## src/hw/bsx_pkg.sv

```systemverilog
// shared types and constants for the bit/skip/or execute block
package bsx_pkg;
    localparam int unsigned INSN_W   = 14;
    localparam int unsigned ADDR_W   = 7;
    localparam int unsigned DATA_W   = 8;
    // opcode field positions
    localparam int unsigned OP_HI    = 13;
    localparam int unsigned BITOP_LO = 10;
    localparam int unsigned BYTOP_LO = 8;
    localparam int unsigned DEST_POS = 7;
    localparam int unsigned BIDX_LO  = 7;
    // top opcode patterns
    localparam logic [3:0] OP_BIT_CLEAR = 4'h4;  // 01 00
    localparam logic [3:0] OP_BIT_SET   = 4'h5;  // 01 01
    localparam logic [3:0] OP_TEST_CLR  = 4'h6;  // 01 10
    localparam logic [5:0] OP_INC_SKIP  = 6'h0f; // 00 1111
    localparam logic [5:0] OP_OR_WORK   = 6'h04; // 00 0100
    // special file addresses and reset values
    localparam logic [6:0] ADDR_TIMER_ZERO = 7'h01;
    localparam logic [6:0] ADDR_PORT_A     = 7'h05;
    localparam logic [6:0] ADDR_PORT_B     = 7'h06;
    localparam logic [7:0] WORK_RESET      = 8'h00;
    localparam logic       ZERO_RESET      = 1'b0;

    typedef enum logic [1:0] {
        BSX_EXEC    = 2'b01,
        BSX_NOP_SLOT = 2'b10
    } bsx_phase_t;

    // request from fetch stage
    typedef struct packed {
        logic              valid;
        logic [INSN_W-1:0] insn;
    } bsx_fetch_t;

    // write port to the register file
    typedef struct packed {
        logic              we;
        logic [ADDR_W-1:0] addr;
        logic [DATA_W-1:0] data;
    } bsx_fwr_t;

    // execute phase and registered outputs (pin filters held apart)
    typedef struct packed {
        bsx_phase_t        phase;
        bsx_fwr_t          fwr;
        logic [DATA_W-1:0] work;
        logic              zero;
        logic              skip;
        logic              busy;
        logic              pre_clr;
        logic              done;
    } bsx_state_t;
endpackage : bsx_pkg

```

## src/hw/bsx_exec.sv

```systemverilog
// execute stage for bit clear/set/test, increment-skip and inclusive or
`timescale 1ns/1ps
`default_nettype none
module bsx_exec #(
    parameter int unsigned PORT_W = 8
) (
    input  wire logic                      ref_clk,
    input  wire logic                      reset_n,
    input  wire bsx_pkg::bsx_fetch_t       fetch,
    input  wire logic [bsx_pkg::DATA_W-1:0] file_rdata,
    input  wire logic [PORT_W-1:0]         port_a_pins,
    input  wire logic [PORT_W-1:0]         port_b_pins,
    input  wire logic                      pre_to_timer,
    output logic [bsx_pkg::ADDR_W-1:0]     file_raddr,
    output bsx_pkg::bsx_fwr_t              file_wr,
    output logic [bsx_pkg::DATA_W-1:0]     work_reg,
    output logic                           zero_flag,
    output logic                           skip_flush,
    output logic                           exec_busy,
    output logic                           prescale_clr,
    output logic                           insn_done
);
    bsx_pkg::bsx_state_t st_q;
    bsx_pkg::bsx_state_t st_d;
    logic [PORT_W-1:0] pa_s1_q, pa_s2_q, pa_s3_q, pa_st_q;
    logic [PORT_W-1:0] pb_s1_q, pb_s2_q, pb_s3_q, pb_st_q;

    // filtered pin level: change counts once stage 2 and 3 agree
    function automatic logic [PORT_W-1:0] pin_filt(
        input logic [PORT_W-1:0] s2,
        input logic [PORT_W-1:0] s3,
        input logic [PORT_W-1:0] old
    );
        pin_filt = (s2 == s3) ? s3 : old;
    endfunction

    always_ff @(posedge ref_clk or negedge reset_n) begin
        if (!reset_n) begin
            pa_s1_q <= '0;
            pa_s2_q <= '0;
            pa_s3_q <= '0;
            pa_st_q <= '0;
            pb_s1_q <= '0;
            pb_s2_q <= '0;
            pb_s3_q <= '0;
            pb_st_q <= '0;
        end else begin
            pa_s1_q <= port_a_pins;
            pa_s2_q <= pa_s1_q;
            pa_s3_q <= pa_s2_q;
            pa_st_q <= pin_filt(pa_s2_q, pa_s3_q, pa_st_q);
            pb_s1_q <= port_b_pins;
            pb_s2_q <= pb_s1_q;
            pb_s3_q <= pb_s2_q;
            pb_st_q <= pin_filt(pb_s2_q, pb_s3_q, pb_st_q);
        end
    end

    logic [bsx_pkg::INSN_W-1:0] insn;
    logic [bsx_pkg::ADDR_W-1:0] f_addr;
    logic [2:0]                 b_idx;
    logic                       dest_f;
    logic [bsx_pkg::DATA_W-1:0] f_val;
    logic [bsx_pkg::DATA_W-1:0] result;
    logic [bsx_pkg::DATA_W-1:0] mask;
    logic                       is_clr, is_set, is_tst, is_inc, is_or;

    assign insn   = fetch.insn;
    assign f_addr = insn[bsx_pkg::ADDR_W-1:0];
    assign b_idx  = insn[bsx_pkg::BIDX_LO+2:bsx_pkg::BIDX_LO];
    assign dest_f = insn[bsx_pkg::DEST_POS];
    assign mask   = 8'h01 << b_idx;
    assign is_clr = insn[bsx_pkg::OP_HI:bsx_pkg::BITOP_LO]
                    == bsx_pkg::OP_BIT_CLEAR;
    assign is_set = insn[bsx_pkg::OP_HI:bsx_pkg::BITOP_LO]
                    == bsx_pkg::OP_BIT_SET;
    assign is_tst = insn[bsx_pkg::OP_HI:bsx_pkg::BITOP_LO]
                    == bsx_pkg::OP_TEST_CLR;
    assign is_inc = insn[bsx_pkg::OP_HI:bsx_pkg::BYTOP_LO]
                    == bsx_pkg::OP_INC_SKIP;
    assign is_or  = insn[bsx_pkg::OP_HI:bsx_pkg::BYTOP_LO]
                    == bsx_pkg::OP_OR_WORK;

    always_comb begin
        if (PORT_W >= bsx_pkg::DATA_W && f_addr == bsx_pkg::ADDR_PORT_A)
            f_val = pa_st_q[bsx_pkg::DATA_W-1:0];
        else if (PORT_W >= bsx_pkg::DATA_W
                 && f_addr == bsx_pkg::ADDR_PORT_B)
            f_val = pb_st_q[bsx_pkg::DATA_W-1:0];
        else
            f_val = file_rdata;
    end

    // left combinational: the file answers within the same cycle, and a
    // register here would cost every instruction an extra cycle
    assign file_raddr = f_addr;

    always_comb begin
        st_d        = st_q;
        st_d.fwr.we = 1'b0;
        st_d.pre_clr = 1'b0;
        st_d.done   = 1'b0;
        st_d.skip   = 1'b0;
        st_d.busy   = 1'b0;
        result      = f_val;
        unique case (st_q.phase)
            bsx_pkg::BSX_EXEC: begin
                if (fetch.valid) begin
                    st_d.done = 1'b1;
                    st_d.fwr.addr = f_addr;
                    if (is_clr) begin
                        result = f_val & ~mask;
                        st_d.fwr.we = 1'b1;
                    end else if (is_set) begin
                        result = f_val | mask;
                        st_d.fwr.we = 1'b1;
                    end else if (is_tst) begin
                        st_d.skip = ~|(f_val & mask);
                    end else if (is_inc) begin
                        result = f_val + 8'h01;
                        st_d.skip = (result == 8'h00);
                        st_d.fwr.we = dest_f;
                        if (!dest_f)
                            st_d.work = result;
                    end else if (is_or) begin
                        result = st_q.work | f_val;
                        st_d.zero = (result == 8'h00);
                        st_d.fwr.we = dest_f;
                        if (!dest_f)
                            st_d.work = result;
                    end else begin
                        st_d.done = 1'b0;
                    end
                    st_d.fwr.data = result;
                    st_d.pre_clr = st_d.fwr.we && pre_to_timer
                                   && f_addr == bsx_pkg::ADDR_TIMER_ZERO;
                    if (st_d.skip) begin
                        st_d.phase = bsx_pkg::BSX_NOP_SLOT;
                        st_d.busy  = 1'b1;
                    end
                end
            end
            bsx_pkg::BSX_NOP_SLOT: begin
                st_d.phase = bsx_pkg::BSX_EXEC;
            end
            default: st_d.phase = bsx_pkg::BSX_EXEC;
        endcase
    end

    always_ff @(posedge ref_clk or negedge reset_n) begin
        if (!reset_n) begin
            st_q.phase   <= bsx_pkg::BSX_EXEC;
            st_q.fwr     <= '0;
            st_q.work    <= bsx_pkg::WORK_RESET;
            st_q.zero    <= bsx_pkg::ZERO_RESET;
            st_q.skip    <= 1'b0;
            st_q.busy    <= 1'b0;
            st_q.pre_clr <= 1'b0;
            st_q.done    <= 1'b0;
        end else begin
            st_q <= st_d;
        end
    end

    assign file_wr      = st_q.fwr;
    assign work_reg     = st_q.work;
    assign zero_flag    = st_q.zero;
    assign skip_flush   = st_q.skip;
    assign exec_busy    = st_q.busy;
    assign prescale_clr = st_q.pre_clr;
    assign insn_done    = st_q.done;

    // assertion helpers: previous decode
    logic [bsx_pkg::DATA_W-1:0] p_fval, p_mask, p_work;
    logic p_v, p_clr, p_set, p_tst, p_inc, p_or, p_dest, p_ex;
    logic [bsx_pkg::ADDR_W-1:0] p_addr;
    always_ff @(posedge ref_clk or negedge reset_n) begin
        if (!reset_n) begin
            {p_v, p_clr, p_set, p_tst, p_inc, p_or, p_dest, p_ex} <= '0;
            p_fval <= '0;
            p_mask <= '0;
            p_work <= '0;
            p_addr <= '0;
        end else begin
            p_v    <= fetch.valid;
            p_ex   <= st_q.phase == bsx_pkg::BSX_EXEC;
            p_clr  <= is_clr;
            p_set  <= is_set;
            p_tst  <= is_tst;
            p_inc  <= is_inc;
            p_or   <= is_or;
            p_dest <= dest_f;
            p_fval <= f_val;
            p_mask <= mask;
            p_work <= st_q.work;
            p_addr <= f_addr;
        end
    end
    logic p_go;
    assign p_go = p_v && p_ex;
endmodule : bsx_exec
`default_nettype wire

```

## config.mk

```make
export PLATFORM = sky130hd
export DESIGN_NAME = bsx_exec
export DESIGN_NICKNAME = d
export VERILOG_FILES = /design/src/hw/bsx_pkg.sv /design/src/hw/bsx_exec.sv
export SDC_FILE = /design/constraint.sdc
export NUM_CORES = 1
export LEC_CHECK = 0
export BUFFER_PORTS_ARGS = -buffer_cell sky130_fd_sc_hd__buf_2
export CAP_MARGIN = 0
export CORE_MARGIN = 5
export CORE_UTILIZATION = 51
export CTS_CLUSTER_SIZE = 16
export DETAILED_ROUTE_END_ITERATION = 10
export HOLD_SLACK_MARGIN = 0.03
export PLACE_DENSITY_LB_ADDON = 0.12
export SYNTH_ARGS = -nofsm -noshare
export SYNTH_HDL_FRONTEND = slang
export SYNTH_SLANG_ARGS = --single-unit
```

## constraint.sdc

```tcl
create_clock -name ref_clk -period 1.75 [get_ports ref_clk]
set_clock_uncertainty 0.15 [all_clocks]
set_input_delay 0.175 -clock ref_clk [delete_from_list [all_inputs] [get_ports ref_clk]]
set_output_delay 0.175 -clock ref_clk [all_outputs]
set_load 0.05 [all_outputs]
```

* Word level (Yosys, flattened, before mapping) *
Index checks and enable logic that the tools add are counted.

word-level totals
  latch bits = 0
  RAM bits = 0
  register bits = 95
  memories kept = 0
  input bits = 42
  logic and storage cells = 92
  ROM bits = 0

operators by class
  div/mod/pow operators = 0
  shift-type cells = 1
  reduce and logical (&&, ||, !) cells = 10
  add/subtract/negate cells = 1
  mux-type cells = 36
  equal/unequal tests = 21
  order comparisons = 0
  bitwise gates (word level) = 5
  $mul = 0

operators with widths
  kind                 number
  $mux 8               10
  $mux 10              4
  $mux 31              1
  $mux 29              1
  $mux 9               2
  $and 8x8->8          2
  $eq 8x8->1           2
  $logic_not 8->1      2
  $mux 1               16
  $or 8x8->8           2
  $ne 3x3->1 const B   5
  $eq 7x3->1 const B   2
  $eq 4x3->1 const B   3
  $ne 4x4->1 const B   3
  $add 8x1->8 const B  1
  $not 8->8            1
  $reduce_and 8->1     1
  $reduce_or 8->1      1
  $shl 1x3->8 const A  1
  $eq 7x1->1 const B   1
  $reduce_and 7->1     1
  $eq 6x3->1 const B   1
  $eq 6x4->1 const B   1
  $mux 2               2
  other kinds (6)      8

* Depth between registers and ports, before layout *
Gate-level depths: netlist (run 1).

  word-level depth = 15
  gate-level depth with buffers = 9

* Least setup slack after synthesis (run 1) *
OpenSTA, ideal clock, no wires.

  path type = input to register
  from = input port fetch[5] (netlist name)
  to = register st_q (netlist bit exec_busy)
  data required time = 1478 ps
  data arrival time = 1946 ps
  buffers on the path = 1
  path slack = -468 ps
  stages = 7
  path through = or4_4 buf_6 o311a_2 nand3_1 mux4_2 nand2_1 a32o_1

RTL lines
  item                    line             source
  start: declaration      bsx_exec.sv:9    input wire bsx_pkg::bsx_fetch_t fetch,
  end signal: assignment  bsx_exec.sv:161  st_q <= st_d;
  end: declaration        bsx_exec.sv:23   bsx_pkg::bsx_state_t st_q;

* Worst setup path in the final report (run 1) *
  from = input port fetch[5] (netlist name)
  to = register st_q (netlist bit work_reg[7])

on the way
  word-level cells in the longest chain between the ends = 12
  elaborated cells on any way between the ends = 15

ends and longest elaborated chain
  item                                                                 line             source
  $eq 7x3->1                                                           bsx_exec.sv:88   && f_addr == bsx_pkg::ADDR_PORT_B)
  $mux 8                                                               bsx_exec.sv:87   else if (PORT_W >= bsx_pkg::DATA_W
  $mux 8 (*)                                                           bsx_exec.sv:85   if (PORT_W >= bsx_pkg::DATA_W && f_addr == bsx_pkg::ADDR_PORT_A)
  parallel branches: the longest is 3 deep, another holds $add 8x1->8  n/a
  $mux 8 (*)                                                           bsx_exec.sv:119  end else if (is_inc) begin
  $mux 9 (*)                                                           bsx_exec.sv:117  end else if (is_tst) begin
  $mux 10 (*)                                                          bsx_exec.sv:114  end else if (is_set) begin
  $mux 10 (*)                                                          bsx_exec.sv:111  if (is_clr) begin
  $mux 10 (*)                                                          bsx_exec.sv:108  if (fetch.valid) begin
  $mux 10 (*)                                                          bsx_exec.sv:106  unique case (st_q.phase)

Every way passes the cells marked *. The select of a mux whose other input is x is not followed.
A chain may end at the register's enable or synchronous reset.

==> summary.txt, run 1 <==
status: complete, but fails checks
failing checks: hold timing, setup timing
post-synthesis compound-gate area fraction: 14.1%
Die Span Y: 106 um
Detailed Place HPWL: 9.26 mm
Place WS: -0.780 ns
antenna cells: 0
CP Data Required Time: 1.89 ns
post-placement cell count: 650
Leak: 3.02 nW
synthesized instance count: 428
number of synthesis warnings: 0
FFs w/ async S/R, synth: 100%
slowest stage delay, CP: 0.60 ns
number of I/O pins: 78
Post-synth EDFFs: 0
vias in the first global route: 4081
slew of the pin with the lowest slew margin: 0.461 ns
Via Count: 3970
Slew HR: 69.2%
initial antenna violation count: 0
DR WL/cell: 18.3 um
CTS tree: built
first-pass GRT wire length: 21.3 mm
design area: 0.00647 mm^2
DRC errors left: 0
number of buffers and inverters on the critical path: 2
pwr dens: 817 mW/mm^2
GP Congestion: 0.880
CP top delay family: simple AND/OR/NAND/NOR gates
Final Max Tran Viols: 0
final setup violation count: 19
syn avg cell area: 10.9 um^2
dominant synthesized flop cell: dfrtp_1
Vias/cell: 5.61
DRT antenna net count: 0
Seq/Total Area, Yosys: 50.2%
DRT iter0 DRCs: 220
Non-Filler Instances: 708
Setup CP Type: input port to flip-flop
max-cap violations: 0
RSZ-0062 raised after global routing: yes
Synth Area in Simple Gates: 18.5%
CP max FO: 5
Tmin final: 2.00 ns
most frequent cells in the layout: dfrtp_1 (93), buf_4 (90), buf_2 (73)
syn_nets: 470
crit end category: flip-flop
Initial Util: 51.4%
count of final hold-check violations: 1
Sink Count: 94
root buffer cell: clkbuf_8
fillers: 666
fraction of layout cells with a size suffix above 1: 47.7%
Syn Std Cell Area: 0.00469 mm^2
mux cell area share after synthesis: 5.39%
Total GRT Usage: 24.2%
worst hold slack: -0.0575 ns
Site Rows: 35
setup ws final: -0.248 ns
port buffer count: 77
number of detailed-route iterations in the first pass: 5
synth unique cells: 71
cts bufs inserted: 9
Post-Synth Adder-Cell Area: 0%
post-detailed-routing wire length: 13.0 mm
Synth-to-Final Area Change: 38.2%
Post-Place Cell Area: 0.00559 mm^2
die area: 0.0112 mm^2
WP data arrival: 2.14 ns
most common cell after layout, fill and taps aside: dfrtp_1
cts hold-fix bufs: 21
Fmax: 500 MHz
final net count: 634
Synth Area in XOR/XNOR: 3.74%
worst skew pair latency: 0.37 ns
main combinational cell family by area after synthesis: simple AND/OR/NAND/NOR gates
Critical-path top delay cell: or4_4
largest net degree at the start of global routing: 51
startpoint types: input port
Core Area: 0.00911 mm^2
Overflow after GRT: 0
CP cell instances: buf_8 > or4_4 > o311a_4 > nand3_4 > nand4_4 > buf_6 > or3_1 > a31oi_1
crit share post-route: 114%
Largest register FFs: 16
H-Tree Depth: 3
Reg clk slew, reported paths: 0.10 ns
worst vdd ir: 489 uV
Seq cells post-synth: 94
HP Class: input port to flip-flop
CTS max path bufs: 2
chip width: 106 um
[cells by family after synthesis]
| logic type | after synthesis |
|---|---|
| compound gates | 87 |
| buf+inv | 58 |
| mux | 22 |
| simple gates | 147 |
| xor+xnor | 20 |
| flops | 94 |
[per-layer routing]
metal  routed length [um]  up-vias  part of all wire, %  global-route usage, %
li1                     -     1858                    -                      -
met1                 5560     1976                   43                   31.1
met2                 6580      118                   51                   42.2
met3                  629       18                  4.8                   3.49
met4                  212        0                  1.6                   7.68
met5                    0        -                    0                      0
[report_power, final]
part,switching [W],total [W],internal [W]
Combinational,0.000778,0.00134,0.000561
Sequential,0.000133,0.00248,0.00235
Clock,0.000871,0.00146,0.000594
Total,0.00178,0.00529,0.00351
[layout make-up]
type                    count  area, um^2  area share [%]
inverters                   4        15.0           0.232
repair buffers            206        1520            23.5
well taps                 111         139            2.14
clock buffers              10         138            2.13
multi-input cells         277        2240            34.6
flip-flops and latches     94        2350            36.3
clock inverters             6        62.6           0.966
[worst paths after layout]
| path | slack, ns | endpoint | cells past startpoint | start |
|---|---|---|---|---|
| worst min-delay path | -0.06 | file_wr[14] | 3 | fetch[6] |
| worst max-delay path | -0.25 | work_reg[7] | 8 | fetch[5] |
| min in group asynchronous | 0.14 | file_wr[13] | 2 | reset_n |
| worst min register to register | 0.21 | pb_s2_q[7] | 0 | pb_s1_q[7] |
| max in group asynchronous | 0.69 | pb_s3_q[6] | 3 | reset_n |
| worst max register to register | -0.21 | file_wr[7] | 7 | pa_st_q[2] |
[synthesized netlist by cell type, types with 6 or more instances]
cell type / instances / share of area (%)
a21oi_1: 16 / 1.7
a31oi_1: 6 / 0.80
buf_4: 32 / 5.1
clkbuf_1: 15 / 1.2
dfrtp_1: 93 / 50
mux2_2: 16 / 3.8
nand2_1: 43 / 3.4
nand3_1: 16 / 1.7
nand3b_1: 11 / 1.8
nand4_1: 11 / 1.5
nor2_1: 17 / 1.4
o21ai_0: 18 / 1.9
or3b_2: 9 / 1.7
xnor2_1: 19 / 3.6
[repair_timing]
| action | in CTS | in global routing |
|---|---|---|
| pin swaps | 36 | 20 |
| endpoints found under the setup margin | 20 | 20 |
| gates resized for setup | 54 | 20 |
| gates cloned | 1 | 0 |
| endpoints found under the hold margin | 115 | 1 |
| setup buffers | 17 | 4 |
[stage by stage]
stage	util [%]	setup TNS, ns	hold slack [ns]	power, W
6_report	71.1	-2.96	-0.0575	0.00529
5_1_grt	71.1	-3.83	-0.0492	0.00553
4_1_cts	69.8	-2.91	-0.0688	0.00528
3_5_place_dp	61.3	-12.92	0.00687	0.00368
3_3_place_gp	61.3	-12.39	0.00364	0.00366
2_1_floorplan	-	-6.08	-0.271	0.00331
[tightest hold or removal path, cell delays in order]
cell	delay, ns
buf_2	0.14
nand2_1	0.07
nand2_1	0.04
(Power assumes the default switching activity.)
==> run 2, diff against run 1 <==
CORE_MARGIN = 1.5   (was 5)
clock period = 1.67 ns   (was 1.75 ns; I/O delays follow)
==> summary.txt, run 2 (synthesis gave the netlist of run 1 again) <==
Comb power frac: 26.4% (was 25.3%)
Core Area: 0.00881 mm^2 (was 0.00911 mm^2)
worst vdd ir: 699 uV (was 489 uV)
crit share post-route: 127%
Die Span Y: 98.9 um (was 106 um)
post-detailed-routing wire length: 13.0 mm (about the same)
Fmax: 471 MHz
DR WL/cell: 18.3 um (about the same)
final setup TNS: -6.91 ns (was -2.96 ns)
Overflow after GRT: 0 (unchanged)
Detailed Place HPWL: 8.89 mm (was 9.26 mm)
Int Power: 0.00365 W (was 0.00351 W)
RSZ-0062 raised after global routing: yes (unchanged)
count of final hold-check violations: 0 (was 1)
H-Tree Depth: 3 (unchanged)
Leak: 3.05 nW (was 3.02 nW)
WP data arrival: 2.21 ns (was 2.14 ns)
worst skew pair latency: 0.36 ns (was 0.37 ns)
antenna cells: 0 (unchanged)
Sink Count: 94 (unchanged)
initial antenna violation count: 0 (unchanged)
fillers: 612 (was 666)
Vias/cell: 5.64 (was 5.61)
CP Data Required Time: 1.76 ns (was 1.89 ns)
status: complete, but fails checks (unchanged)
number of detailed-route iterations in the first pass: 9 (was 5)
failing checks: DRC, setup timing (was hold timing, setup timing)
Via Count: 4003 (was 3970)
worst hold slack: 0.0929 ns (was -0.0575 ns)
CTS max path bufs: 2 (unchanged)
DRT antenna net count: 0 (unchanged)
port buffer count: 77 (unchanged)
Hold EP: insn_done (was file_wr[14])
CP cell instances: buf_6 > or4_4 > o311a_4 > buf_6 > a31oi_4 > and3_4 > buf_4 > nand4_1 > o311a_1 (was buf_8 > or4_4 > o311a_4 > nand3_4 > nand4_4 > buf_6 > or3_1 > a31oi_1)
most common cell after layout, fill and taps aside: buf_4 (was dfrtp_1)
Reg clk slew, reported paths: 0.09 ns (was 0.10 ns)
Synth-to-Final Area Change: 40.6% (was 38.2%)
crit end category: flip-flop (unchanged)
max-cap violations: 0 (unchanged)
final net count: 639 (was 634)
pwr dens: 830 mW/mm^2 (was 817 mW/mm^2)
fraction of layout cells with a size suffix above 1: 48.2% (was 47.7%)
slew of the pin with the lowest slew margin: 0.524 ns (was 0.461 ns)
FF-to-FF path depth: 8 (was 7)
DRT iter0 DRCs: 229 (was 220)
largest net degree at the start of global routing: 95 (was 51)
Psw: 0.00182 W (was 0.00178 W)
Tmin final: 2.12 ns
startpoint types: input port (unchanged)
Final Max Tran Viols: 0 (unchanged)
Most common cell on crit path: buf_6
root buffer cell: clkbuf_8 (unchanged)
Largest register FFs: 16 (unchanged)
worst reg-to-reg setup slack: -0.38 ns (was -0.21 ns)
cts bufs inserted: 9 (unchanged)
most frequent cells in the layout: buf_4 (94), dfrtp_1 (93), buf_2 (74) (was dfrtp_1 (93), buf_4 (90), buf_2 (73))
slowest stage delay, CP: 0.62 ns (was 0.60 ns)
switching share of power: 33.3% (was 33.7%)
Total GRT Usage: 27.0% (was 24.2%)
CTS tree: built (unchanged)
chip width: 98.9 um (was 106 um)
GP Congestion: 0.924 (was 0.880)
worst hold path startpoint: fetch[13] (was fetch[6])
first-pass GRT wire length: 20.6 mm (was 21.3 mm)
sequential share of power: 47.4% (was 47.0%)
CP max FO: 7 (was 5)
Critical R2R Launch: pb_st_q[0] (was pa_st_q[2])
setup ws final: -0.451 ns (was -0.248 ns)
Critical-path top delay cell: or4_4 (unchanged)
Setup CP Type: input port to flip-flop (unchanged)
HP Class: input port to flip-flop (unchanged)
vias in the first global route: 4172 (was 4081)
number of I/O pins: 78 (unchanged)
WHS Path Cells: 5 (was 3)
final setup violation count: 20 (was 19)
Slew HR: 65.1% (was 69.2%)
critical register-to-register path endpoint: file_wr[7] (unchanged)
clock network power share: 26.2% (was 27.7%)
DRC errors left: 5 (was 0)
Site Rows: 34 (was 35)
die area: 0.00977 mm^2 (was 0.0112 mm^2)
Initial Util: 53.2% (was 51.4%)
-- run 2: changes by cell type in the layout (fill, tap and decap cells not counted), sizes merged --
cell | before | now
buf | 185 | 190
clkinv | 3 | 1
clkinvlp | 0 | 2
dlygate4sd3 | 21 | 22
or4 | 3 | 2
-- run 2: area by class of cell --
class / count / area (um^2) / share of cell area (%)
Timing Repair Buffer: 212 / 1570 / 23.8
Sequential cell: 94 / 2350 / 35.7
Tap cell: 108 / 135 / 2.05
Inverter: 4 / 15.0 / 0.228
Multi-Input combinational cell: 276 / 2330 / 35.4
Clock buffer: 10 / 128 / 1.94
Clock inverter: 6 / 55.1 / 0.836
-- run 2: power groups by stage --
stage          logic, W  clock network, W  registers, W
3_3_place_gp    0.00121                 0       0.00263
4_1_cts         0.00136           0.00148       0.00259
2_1_floorplan  0.000879                 0       0.00260
6_report        0.00144           0.00143       0.00259
5_1_grt         0.00154           0.00156       0.00262
3_5_place_dp    0.00123                 0       0.00264
-- run 2: worst max path at each step --
stage             start     endpoint  slack (ns)  depth (start not counted)
2_1_floorplan  fetch[5]   file_wr[6]       -0.50                          7
3_3_place_gp   fetch[5]   file_wr[3]       -0.82                          7
3_5_place_dp   fetch[5]   file_wr[3]       -0.87                          7
4_1_cts        fetch[5]   file_wr[6]       -0.39                          8
5_1_grt        fetch[5]  work_reg[5]       -0.50                          9
6_report       fetch[5]   file_wr[7]       -0.45                          9
-- run 2: through the flow --
step	total power (W)	setup slack [ns]	area, um^2	utilization [%]	cells
floorplan	0.00348	-0.502	4770	-	428
global placement	0.00384	-0.818	5660	64.3	656
detailed placement	0.00386	-0.873	5660	64.3	656
CTS	0.00544	-0.386	6390	72.6	702
global route	0.00571	-0.498	6590	74.8	710
finish	0.00547	-0.451	6590	74.8	710
-- run 2: per-layer routing --
layer	track usage (%)	part of all wire, %
met2	46.7	50
met1	35.0	43
met5	0	0
met4	8.68	2.5
met3	4.26	4.4
-- run 2: timing repair --
action,CTS,global route
buffers inserted,8,8
hold buffers,22,0
endpoints found under the hold margin,114,0
gates resized for setup,51,29
setup endpoints to repair,20,33
pin swaps,26,21
-- run 2: critical path, delay by kind of cell --
family                 cells  cell delay (ns)
AND/OR/NAND/NOR            3             0.99
AO/OA/AOI/OAI              3             0.71
buffers and inverters      3             0.34
==> run 3, diff against run 2 <==
CORE_UTILIZATION = 55   (was 51)
clock period = 2.6 ns   (was 1.67 ns; I/O delays follow)
==> summary.txt, run 3 (synthesis gave the netlist of run 1 again) <==
Via Count: 3760 (was 4003)
Largest register FFs: 16 (unchanged)
largest net degree at the start of global routing: 44 (was 95)
Post-Place Cell Area: 0.00521 mm^2 (was 0.00566 mm^2)
CP max FO: 7 (unchanged)
first-pass GRT wire length: 19.1 mm (was 20.6 mm)
setup ws final: 0.232 ns (was -0.451 ns)
CTS max path bufs: 2 (unchanged)
chip width: 95.3 um (was 98.9 um)
DRC errors left: 0 (was 5)
Reg clk slew, reported paths: 0.11 ns (was 0.09 ns)
Detailed Place HPWL: 8.54 mm (was 8.89 mm)
Slew HR: 40.0% (was 65.1%)
vias in the first global route: 3684 (was 4172)
port buffer count: 77 (unchanged)
final setup violation count: 0 (was 20)
pwr dens: 598 mW/mm^2 (was 830 mW/mm^2)
CP top delay family: compound AO/OA/AOI/OAI gates (was simple AND/OR/NAND/NOR gates)
slew of the pin with the lowest slew margin: 0.895 ns (was 0.524 ns)
DRT iter0 DRCs: 229 (unchanged)
max-cap violations: 0 (unchanged)
design area: 0.00561 mm^2 (was 0.00659 mm^2)
post-detailed-routing wire length: 11.8 mm (was 13.0 mm)
Site Rows: 33 (was 34)
startpoint types: flip-flop (was input port)
Overflow after GRT: 0 (unchanged)
CTS tree: built (unchanged)
final net count: 573 (was 639)
Setup CP Type: flip-flop to flip-flop (was input port to flip-flop)
crit end category: flip-flop (unchanged)
Critical-path top delay cell: a211oi_1 (was or4_4)
DR WL/cell: 18.4 um (was 18.3 um)
Initial Util: 57.0% (was 53.2%)
Sink Count: 94 (unchanged)
Synth-to-Final Area Change: 19.7% (was 40.6%)
CP cell instances: and4_1 > a211oi_1 > buf_4 > nor2_1 > a221oi_1 > o21ai_0 (was buf_6 > or4_4 > o311a_4 > buf_6 > a31oi_4 > and3_4 > buf_4 > nand4_1 > o311a_1)
count of final hold-check violations: 0 (unchanged)
CP Data Required Time: 2.70 ns (was 1.76 ns)
GP Congestion: 0.882 (was 0.924)
antenna cells: 0 (unchanged)
Core Util, Final: 68.3% (was 74.8%)
initial antenna violation count: 0 (unchanged)
status: finished clean (was complete, but fails checks)
Place WS: -0.0811 ns (was -0.873 ns)
Vias/cell: 5.87 (was 5.64)
Final Max Tran Viols: 0 (unchanged)
Tmin final: 2.37 ns
cts bufs inserted: 9 (unchanged)
Leak: 2.57 nW (was 3.05 nW)
# resized after CTS: 0 (was 51)
number of detailed-route iterations in the first pass: 5 (was 9)
number of buffers and inverters on the critical path: 1 (was 3)
HP Class: input port to flip-flop (unchanged)
DRT antenna net count: 0 (unchanged)
WP data arrival: 2.47 ns (was 2.21 ns)
fraction of layout cells with a size suffix above 1: 35.1% (was 48.2%)
Total GRT Usage: 28.3% (was 27.0%)
Die Span Y: 95.3 um (was 98.9 um)
final setup TNS: 0 ns (was -6.91 ns)
worst vdd ir: 446 uV (was 699 uV)
Fmax: 422 MHz
crit share post-route: 91.1%
most frequent cells in the layout: dfrtp_1 (93), buf_2 (76), buf_4 (47) (was buf_4 (94), dfrtp_1 (93), buf_2 (74))
slowest stage delay, CP: 0.75 ns (was 0.62 ns)
most common cell after layout, fill and taps aside: dfrtp_1 (was buf_4)
RSZ-0062 raised after global routing: no (was yes)
number of I/O pins: 78 (unchanged)
Core Area: 0.00822 mm^2 (was 0.00881 mm^2)
root buffer cell: clkbuf_8 (unchanged)
die area: 0.00908 mm^2 (was 0.00977 mm^2)
H-Tree Depth: 3 (unchanged)
worst skew pair latency: 0.38 ns (was 0.36 ns)
## run 3: metrics by stage
stage / hold slack (ns) / total power, W / cells
after global placement: 0.0814 / 0.00239 / 603
final: 0.0886 / 0.00335 / 641
after global routing: 0.107 / 0.00349 / 641
after CTS: 0.0836 / 0.00337 / 641
after floorplan: -0.186 / 0.00222 / 428
after detailed placement: 0.0969 / 0.00241 / 603
## run 3: final timing paths
check	cells after the start	start	endpoint	slack [ns]
worst max register to register	6	pb_st_q[4]	file_wr[5]	0.23
min in group asynchronous	2	reset_n	file_wr[15]	0.21
worst max-delay path	6	pb_st_q[4]	file_wr[5]	0.23
worst min register to register	0	pb_s1_q[4]	pb_s2_q[4]	0.21
max in group asynchronous	3	reset_n	pb_st_q[4]	1.44
worst min-delay path	4	fetch[13]	insn_done	0.09
## run 3: layer usage
layer / vias up / global-route usage, % / part of all wire, %
met3: 21 / 4.94 / 4.8
li1: 1744 / - / -
met2: 134 / 48.6 / 50
met5: - / 0 / 0
met1: 1861 / 36.3 / 43
met4: 0 / 8.71 / 1.7
## run 3: area by class of cell
type / count / area (um^2)
sequential: 94 / 2350
multi-input combinational: 276 / 1950
inverter: 4 / 15.0
clock buffer: 10 / 128
fill: 651 / 2610
tap: 105 / 131
timing repair buffer: 146 / 973
clock inverter: 6 / 55.1
## run 3: worst register-to-register path, stage by stage (launching register included)
cell and delay (ns):
dfrtp_1 0.43, and4_1 0.18, a211oi_1 0.75, buf_4 0.29
nor2_1 0.06, a221oi_1 0.27, o21ai_0 0.13
## run 3: repair_timing
item / CTS / global route
hold endpoints to repair: 53 / 0
buffers inserted: 0 / 0
endpoints found under the setup margin: 0 / 0
hold buffers: 22 / 0
## run 3: report_power, final
group | internal [W] | leakage [nW] | total, W | switching (W)
Clock | 0.000367 | 0.0869 | 0.000942 | 0.000575
Combinational | 0.000272 | 1.33 | 0.000742 | 0.000470
Sequential | 0.00158 | 1.15 | 0.00167 | 0.0000864
Total | 0.00222 | 2.57 | 0.00335 | 0.00113
